### src/logic/tmc_pkg.sv
// constants and types of the dual timer/counter block
// assumes one 125 MHz clock; registers on an APB slave port
package tmc_pkg;
   // byte offsets on the APB port
   localparam logic [7:0] OFS_CTRL = 8'h00;  // timer_control
   localparam logic [7:0] OFS_MODE = 8'h04;  // timer_mode_select
   localparam logic [7:0] OFS_CNT  = 8'h08;  // count_low_0 here, then high_0, low_1, high_1
   localparam logic [7:0] OFS_LAST = 8'h14;  // count_high_1
   // timer_control bit positions
   localparam int BIT_OVF_1  = 7;
   localparam int BIT_RUN_1  = 6;
   localparam int BIT_OVF_0  = 5;
   localparam int BIT_RUN_0  = 4;
   localparam int BIT_EDGE_1 = 3;
   localparam int BIT_TRIG_1 = 2;
   localparam int BIT_EDGE_0 = 1;
   localparam int BIT_TRIG_0 = 0;
   // timer_mode_select: one nibble per timer
   localparam int NIB_TMR_1 = 4;  // timer 1 nibble base
   localparam int FLD_GATE  = 3;
   localparam int FLD_SEL   = 2;  // 1 counts the event pin
   localparam int FLD_MODE  = 0;  // two bits
   // reset values
   localparam logic [7:0] CTRL_RST = 8'h00;
   localparam logic [7:0] MODE_RST = 8'h00;
   localparam logic [7:0] CNT_RST  = 8'h00;
   // one machine cycle is twelve clocks
   localparam int           MC_CLOCKS = 12;
   localparam logic [3:0]   MC_LAST   = 4'(MC_CLOCKS - 1);
   // counting modes
   typedef enum logic [1:0] {
      TMC_M13   = 2'b00,  // 13-bit with 5-bit prescaler
      TMC_M16   = 2'b01,  // 16-bit cascaded
      TMC_M8R   = 2'b10,  // 8-bit auto-reload
      TMC_SPLIT = 2'b11   // split / stop
   } tmc_mode_t;
   // whole module state; pin index 0 event_0, 1 event_1, 2 irq_0, 3 irq_1
   typedef struct packed {
      logic [7:0]      ctrl;    // timer_control
      logic [7:0]      mode;    // timer_mode_select
      logic [3:0][7:0] cnt;     // low_0, high_0, low_1, high_1
      logic [3:0]      sy1;     // synchroniser stage 1
      logic [3:0]      sy2;     // stage 2
      logic [3:0]      sy3;     // stage 3
      logic [3:0]      filt;    // accepted pin level
      logic [3:0]      smp;     // level at last machine cycle
      logic [3:0]      div;     // machine cycle divider
      logic [31:0]     prdata;  // read data
   } tmc_state_t;
endpackage

### src/logic/tmc_timer_counter.sv
// two 8-bit-pair timer/counters with run, gate, mode and flag logic
// assumes an APB master on clk_sys_in and asynchronous pins that are synchronised here
`timescale 1ns/10ps
`default_nettype none

module tmc_timer_counter (
   input  wire logic        clk_sys_in,        // 125 MHz clock
   input  wire logic        resetn_in,         // async reset, low
   input  wire logic        psel_in,           // apb select
   input  wire logic        penable_in,        // apb enable
   input  wire logic        pwrite_in,         // apb direction
   input  wire logic [7:0]  paddr_in,          // apb byte address
   input  wire logic [31:0] pwdata_in,         // apb write data
   output logic      [31:0] prdata_out,        // apb read data
   output logic             pready_out,        // apb ready
   output logic             pslverr_out,       // unmapped address
   input  wire logic        event_pin_0_in,    // timer 0 count pin
   input  wire logic        event_pin_1_in,    // timer 1 count pin
   input  wire logic        ext_irq_pin_0_in,  // irq 0 / gate 0 pin
   input  wire logic        ext_irq_pin_1_in,  // irq 1 / gate 1 pin
   input  wire logic [3:0]  irq_ack_in,        // vector pulses: ovf0, ovf1, edge0, edge1
   output logic      [3:0]  irq_req_out        // flags: ovf0, ovf1, edge0, edge1
);

   tmc_pkg::tmc_state_t r;       // registered state
   tmc_pkg::tmc_state_t next_r;  // next state
   logic        tick;            // machine cycle enable
   logic [3:0]  fall;            // falling sample per pin
   logic [1:0]  efall;           // irq pin falling edge
   logic        acc;             // apb access phase
   logic        wr;              // apb write taken
   logic        hit;             // mapped address
   logic [1:0]  m0;              // timer 0 mode
   logic [1:0]  m1;              // timer 1 mode
   logic        split;           // timer 0 in mode 3
   logic        inc0;            // timer 0 low step
   logic        inc1;            // timer 1 step
   logic        inch;            // split high byte step
   logic        ov0;             // timer 0 overflow
   logic        ov1;             // timer 1 overflow
   logic        ovh;             // split high overflow
   logic [16:0] s0;              // timer 0 step result
   logic [16:0] s1;              // timer 1 step result

   // one count step: {overflow, high, low}
   function automatic logic [16:0] step(
      input logic [1:0] m,
      input logic [7:0] hi,
      input logic [7:0] lo,
      input logic       inc
   );
      logic [13:0] s13;
      logic [16:0] s16;
      logic [8:0]  s8;
      logic [16:0] res;
      s13 = {1'b0, hi, lo[4:0]} + 14'(inc);
      s16 = {1'b0, hi, lo} + 17'(inc);
      s8  = {1'b0, lo} + 9'(inc);
      unique case (tmc_pkg::tmc_mode_t'(m))
         // upper three low bits stay as they were
         tmc_pkg::TMC_M13:   res = {s13[13], s13[12:5], lo[7:5], s13[4:0]};
         tmc_pkg::TMC_M16:   res = s16;
         tmc_pkg::TMC_M8R:   res = {s8[8], hi, (s8[8] ? hi : s8[7:0])};
         tmc_pkg::TMC_SPLIT: res = {s8[8], hi, s8[7:0]};
      endcase
      return res;
   endfunction

   // apb decode; zero wait states, read data caught in setup
   assign acc         = psel_in && penable_in;
   assign wr          = acc && pwrite_in;
   assign hit         = (paddr_in[1:0] == 2'b00) && (paddr_in <= tmc_pkg::OFS_LAST);
   assign pready_out  = acc;
   assign pslverr_out = acc && !hit;
   assign prdata_out  = r.prdata;
   assign irq_req_out = {r.ctrl[tmc_pkg::BIT_EDGE_1], r.ctrl[tmc_pkg::BIT_EDGE_0],
                         r.ctrl[tmc_pkg::BIT_OVF_1], r.ctrl[tmc_pkg::BIT_OVF_0]};

   // all next-state logic
   always_comb
   begin
      next_r = r;
      // machine cycle divider, one tick per twelve clocks
      tick       = (r.div == tmc_pkg::MC_LAST);
      next_r.div = tick ? 4'h0 : r.div + 4'h1;
      // three-stage synchronisers; stage one feeds only stage two
      next_r.sy1 = {ext_irq_pin_1_in, ext_irq_pin_0_in, event_pin_1_in, event_pin_0_in};
      next_r.sy2 = r.sy1;
      next_r.sy3 = r.sy2;
      for (int i = 0; i < 4; i++)
      begin
         // a level is accepted once two stages agree
         if (r.sy2[i] == r.sy3[i])
         begin
            next_r.filt[i] = r.sy3[i];
         end
      end
      // event pins are sampled once per machine cycle
      if (tick)
      begin
         next_r.smp = r.filt;
      end
      fall = {4{tick}} & r.smp & ~r.filt;
      // irq pin edge on the clock it is accepted
      for (int j = 0; j < 2; j++)
      begin
         efall[j] = r.filt[j + 2] && (r.sy2[j + 2] == r.sy3[j + 2]) && !r.sy3[j + 2];
      end
      // mode fields
      m0    = r.mode[tmc_pkg::FLD_MODE +: 2];
      m1    = r.mode[tmc_pkg::NIB_TMR_1 + tmc_pkg::FLD_MODE +: 2];
      split = (m0 == tmc_pkg::TMC_SPLIT);
      // timer 0 low part: run bit, gate, select
      inc0 = r.ctrl[tmc_pkg::BIT_RUN_0]
             && (!r.mode[tmc_pkg::FLD_GATE] || r.filt[2])
             && (r.mode[tmc_pkg::FLD_SEL] ? fall[0] : tick);
      // timer 1: while timer 0 is split it runs on mode and select alone, without run bit or gate
      inc1 = (split || (r.ctrl[tmc_pkg::BIT_RUN_1]
             && (!r.mode[tmc_pkg::NIB_TMR_1 + tmc_pkg::FLD_GATE] || r.filt[3])))
             && (m1 != tmc_pkg::TMC_SPLIT)
             && (r.mode[tmc_pkg::NIB_TMR_1 + tmc_pkg::FLD_SEL] ? fall[1] : tick);
      // split high byte: timer only, timer 1 run bit
      inch = split && r.ctrl[tmc_pkg::BIT_RUN_1] && tick;
      // counting never touches the count on start, only steps it
      s0  = step(m0, r.cnt[1], r.cnt[0], inc0);
      s1  = step(m1, r.cnt[3], r.cnt[2], inc1);
      ov0 = s0[16];
      ov1 = s1[16] && !split;
      ovh = inch && (r.cnt[1] == 8'hff);
      next_r.cnt[0] = s0[7:0];
      next_r.cnt[1] = split ? r.cnt[1] + 8'(inch) : s0[15:8];
      next_r.cnt[2] = s1[7:0];
      next_r.cnt[3] = s1[15:8];
      // vectoring clears flags; event sets below win
      if (irq_ack_in[0])
      begin
         next_r.ctrl[tmc_pkg::BIT_OVF_0] = 1'b0;
      end
      if (irq_ack_in[1])
      begin
         next_r.ctrl[tmc_pkg::BIT_OVF_1] = 1'b0;
      end
      if (irq_ack_in[2])
      begin
         next_r.ctrl[tmc_pkg::BIT_EDGE_0] = 1'b0;
      end
      if (irq_ack_in[3])
      begin
         next_r.ctrl[tmc_pkg::BIT_EDGE_1] = 1'b0;
      end
      // apb setup captures read data
      if (psel_in && !penable_in)
      begin
         next_r.prdata = 32'h0000_0000;
         if (paddr_in == tmc_pkg::OFS_CTRL)
         begin
            next_r.prdata[7:0] = r.ctrl;
         end
         else if (paddr_in == tmc_pkg::OFS_MODE)
         begin
            next_r.prdata[7:0] = r.mode;
         end
         else if (hit)
         begin
            next_r.prdata[7:0] = r.cnt[paddr_in[4:2] - 3'h2];
         end
      end
      // apb write: a software write beats a count step
      if (wr && hit)
      begin
         if (paddr_in == tmc_pkg::OFS_CTRL)
         begin
            next_r.ctrl = pwdata_in[7:0];
         end
         else if (paddr_in == tmc_pkg::OFS_MODE)
         begin
            next_r.mode = pwdata_in[7:0];
         end
         else
         begin
            next_r.cnt[paddr_in[4:2] - 3'h2] = pwdata_in[7:0];
         end
      end
      // hardware sets win over every clear
      if (ov0)
      begin
         next_r.ctrl[tmc_pkg::BIT_OVF_0] = 1'b1;
      end
      if (ov1 || ovh)
      begin
         next_r.ctrl[tmc_pkg::BIT_OVF_1] = 1'b1;
      end
      // type bit: 1 falling edge, 0 low level
      if (r.ctrl[tmc_pkg::BIT_TRIG_0] ? efall[0] : !r.filt[2])
      begin
         next_r.ctrl[tmc_pkg::BIT_EDGE_0] = 1'b1;
      end
      if (r.ctrl[tmc_pkg::BIT_TRIG_1] ? efall[1] : !r.filt[3])
      begin
         next_r.ctrl[tmc_pkg::BIT_EDGE_1] = 1'b1;
      end
   end

   // state register; reset leaves both timers stopped in mode 0
   always_ff @(posedge clk_sys_in or negedge resetn_in)
   begin
      if (!resetn_in)
      begin
         r      <= '0;
         r.ctrl <= tmc_pkg::CTRL_RST;
         r.mode <= tmc_pkg::MODE_RST;
         r.cnt  <= {4{tmc_pkg::CNT_RST}};
         // synchroniser stages rest high too: left at zero they would hand the filter a low that never was
         r.sy1  <= 4'hf;
         r.sy2  <= 4'hf;
         r.sy3  <= 4'hf;
         r.filt <= 4'hf;                                                    // pins idle high
         r.smp  <= 4'hf;
      end
      else
      begin
         r <= next_r;
      end
   end
endmodule

`default_nettype wire

### config.mk
export PLATFORM = sky130hd
export DESIGN_NAME = tmc_timer_counter
export DESIGN_NICKNAME = d
export VERILOG_FILES = /design/src/logic/tmc_pkg.sv /design/src/logic/tmc_timer_counter.sv
export SDC_FILE = /design/constraint.sdc
export NUM_CORES = 1
export LEC_CHECK = 0
export BUFFER_PORTS_ARGS = -buffer_cell sky130_fd_sc_hd__buf_2
export CORE_ASPECT_RATIO = 1.25
export CORE_MARGIN = 1.5
export CORE_UTILIZATION = 62
export CTS_BUF_LIST = sky130_fd_sc_hd__clkbuf_8
export DETAILED_ROUTE_END_ITERATION = 8
export PLACE_DENSITY = 0.88
export SLEW_MARGIN = 20
export SYNTH_ARGS = -nofsm -noshare
export SYNTH_HDL_FRONTEND = slang
export SYNTH_SLANG_ARGS = --single-unit
### constraint.sdc
create_clock -name clk_sys_in -period 4.05 [get_ports clk_sys_in]
set_input_delay 0.6075 -clock clk_sys_in [delete_from_list [all_inputs] [get_ports clk_sys_in]]
set_output_delay 0.6075 -clock clk_sys_in [all_outputs]
set_load 0.02 [all_outputs]
==> flow_summary_export.csv <==
group,metric,value,unit
worst_setup_path,worstPathRequired,4.29,ns
synthesis,synth-seq-area-share,0.412,
die,floorplan.die.width,81.7,µm
cells_and_area,drive_gt1_frac,0.214,
routing,num_vias,4104,
run,max_cap_viol_count,0,
routing,wl_per_cell,19.4,µm
synthesis,synth_enable_flop_cells,0,
pwr,power.ir.vdd_worst,0.297,mV
cells_and_area,ant_cells,0,
routing,detail_route.wirelength.met1,4740,µm
cells_and_area,multi_input_area,2490,µm²
worst_setup_path,regToRegSetupSlack,0.69,ns
routing,viasPerCell,6.51,
cells_and_area,seq_area,1970,µm²
sta,final.setup_skew,0.0108,ns
die,core_region_area,7440,µm²
die,die_height,101,µm
cts,clock_insertion_delay_worst_skew,0.36,ns
pwr,cellInternalPower,1220,µW
cts,cts-hold-fix-buffers,0,
global_routing,via_count_of_the_first_global_routing_pass,3813,
sta,worst_pin_slew,0.959,ns
cells_and_area,area_growth,5.74,%
sta,post-route-worst-setup-slack,0.691,ns
pwr,netSwitchingPower,545,µW
pwr,comb_power_share,0.142,
die,cell_rows,35,
pwr,p_sw_frac,0.308,
die,floorplan.die_area,8280,µm²
routing,detail_route.iter0.violations,517,
worst_setup_path,timing.critical_path.from_type,"register",
worst_setup_path,crit_path_cell_trace,"ha_1, nand2_1, nor2_1, o2111a_1, ha_1, ha_1, nand4_1, nor4b_2, nor2_1, a21oi_1, o21ai_0",
worst_setup_path,cpLargestDelayFamily,"simple AND/OR/NAND/NOR gates",
pwr,fin_total_pwr,1770,µW
die,num_io_pins,91,
worst_setup_path,cp.arrival,3.60,ns
routing,final_antenna_net_count,0,
pwr,p_leak,0.00210,µW
cts,post_cts.repair.setup_buffers,0,
synthesis,synth_top_area_cell,"dfrtp_1",
routing,maxUsedRoutingLayer,"met4",
cells_and_area,final_nets,593,
synthesis,distinct_cell_type_count_after_synthesis,59,
worst_setup_path,cp_common_cell,"ha_1",
routing,number_of_iterations_in_the_first_detailed_routing_pass,5,
pwr,share_seq_of_total_power,0.507,
cts,tritoncts.num_buffers,9,
worst_setup_path,cp_max_fo,7,
cts,clock_tree.htree_level_count,3,
worst_setup_path,timing.critical_path.slowest_cell_delay,0.73,ns
place,gp_congestion,0.981,
cells_and_area,final_cell_mix,"60 x dfrtp_1, 48 x o21ai_0, 47 x nand2_1",
sta,finalSetupViolations,0,
synthesis,synth-seq-cells,78,
place,io_buffers,42,
pwr,p_per_area,349,nW/µm²
routing,detailroute.wirelength.met3,1000,µm
sta,maxClockFrequency,0.298,GHz
cells_and_area,nFillCells,589,
global_routing,antenna_found_initial,0,
pwr,pwr-share-clk,0.351,
place,pre_cts_slack,0.860,ns
die,start_util,0.644,
synthesis,synthesis.yosys.warnings,0,
sta,min_cycle_time_layout,3.36,ns
worst_setup_path,worst_setup_path_end_kind,"register",
cts,postCtsResizedCells,0,
cells_and_area,mostFrequentLayoutCell,"dfrtp_1",
global_routing,global_route.usage.total,0.321,
worst_setup_path,crit_type,"reg -> reg",
global_routing,pin_count_of_the_biggest_net_entering_global_routing,79,
sta,rsz_0062_raised_after_global_routing,"no",
synthesis,dominantRegCellSynth,"dfrtp_1",
global_routing,grt_first_pass_wirelength,19800,µm
routing,routed_wirelength,12200,µm
hold_path,hp-class,"in -> reg",
cts,number_of_sinks_handled_by_clock_tree_synthesis,78,
synthesis,synth_area_leaders,"dfrtp_1 31%, dfstp_2 9.9%, buf_4 5.8%",
run_status,outcome,"complete, no violations",
sta,timing.max_slew.rel_slack,0.360,
synthesis,mean_instance_size_in_the_synthesized_netlist,9.40,µm²
cts,tritoncts,"yes",
synthesis,netlist.area_leader.share,0.313,
sta,post-route-period-util,0.829,
sta,timing.setup.tns,0,ns
sta,drv_slew,0,
cts,cts-root-to-sink-buffers,2,
routing,remaining_drc_errors,0,
sta,hold_viol,0,
sta,finalHoldWorstSlack,0.340,ns
cts,clk_transition_reported_paths,0.09,ns
cells_and_area,final_util,0.681,
synthesis,syn_area,4800,µm²
cts,root_buffer_master,"clkbuf_8",
worst_setup_path,critPathBufInv,0,
synthesis,postSynth.asyncResetShare,1.00,
routing,met2RoutedLength,5950,µm
place,hpwlAfterDp,8640,µm
worst_setup_path,slowest_stage,"nor4b_2",
global_routing,global_route.overflow_total,0,
synthesis,post_synthesis_instance_total,510,
[per-stage QoR]
stage	instances	cell area [µm²]
final	630	5070
after global routing	630	5070
after CTS	630	5070
after detailed placement	614	4870
after global placement	614	4870
after floorplan	533	4880
[final cells by class]
| cell class | count | area share |
|---|---|---|
| Sequential cell | 78 | 0.389 |
| Clock buffer | 9 | 0.0244 |
| Inverter | 12 | 0.00888 |
| Multi-Input combinational cell | 386 | 0.491 |
| Clock inverter | 7 | 0.0155 |
| Timing Repair Buffer | 46 | 0.0479 |
| Tap cell | 92 | 0.0227 |
[flip-flops by register name, indices dropped and copies added (netlist names)]
register / cells
r: 54
next_r: 8
prdata_out: 8
irq_req_out: 4
m0: 2
m1: 2
[worst paths after layout]
path / from / endpoint / cells past startpoint
setup / recovery: r[32]$_DFF_PN0_ / r[59]$_DFF_PN0_ / 11
hold / removal: event_pin_0_in / next_r[48]$_DFF_PN1_ / 1
setup reg to reg: r[32]$_DFF_PN0_ / r[59]$_DFF_PN0_ / 11
hold reg to reg: next_r[51]$_DFF_PN1_ / next_r[47]$_DFF_PN1_ / 0
max in group asynchronous: resetn_in / r[32]$_DFF_PN0_ / 1
min in group asynchronous: resetn_in / r[82]$_DFF_PN0_ / 1
[cell usage after synthesis, types with 3 or more instances]
master,instances
mux2_2,19
nor3_1,13
mux2i_1,8
xnor2_1,7
a211oi_1,5
nand3_1,22
mux4_2,8
o21ai_0,48
ha_1,7
dfstp_2,18
a211o_1,4
buf_4,37
clkbuf_1,14
and3_1,4
buf_2,3
nor3b_1,5
or3_1,3
a21boi_0,3
o211ai_1,3
or3_4,3
nand2_1,47
nand4_1,5
inv_1,11
dfrtp_1,60
xor2_1,13
nand2b_1,13
a31oi_1,4
nor2b_1,5
nand3b_1,3
o31ai_1,7
a21oi_1,33
nor2_1,37
[routing by layer]
metal	global-route usage	vias up
met2	0.511	264
li1	-	1821
met1	0.427	1970
met4	0.154	0
met3	0.0532	49
met5	0	-
[kinds of logic (layout without fill, tap and decap cells)]
kind of cell,Yosys count,after routing,synth area share
other,1,24,0.000782
XOR/XNOR,20,20,0.0365
multiplexers,35,35,0.0989
AO/OA/AOI/OAI,123,123,0.154
buffers and inverters,69,74,0.0869
flip-flops,78,78,0.412
AND/OR/NAND/NOR,175,175,0.189
adder cells (fa/ha/maj),9,9,0.0224
[worst register-to-register path: stages (launching register included)]
cell      delay [ns]
dfrtp_1         0.38
ha_1            0.19
nand2_1         0.10
nor2_1          0.39
o2111a_1        0.28
ha_1            0.23
ha_1            0.27
nand4_1         0.33
nor4b_2         0.73
nor2_1          0.12
a21oi_1         0.14
o21ai_0         0.09
[power by group through the flow]
stage               clock (µW)  combinational, µW  sequential (µW)
floorplan                    0                209              874
global placement             0                237              905
detailed placement           0                247              908
CTS                        624                249              893
global route               658                280              903
finish                     621                251              898
Power figures use the tool's default switching activity.
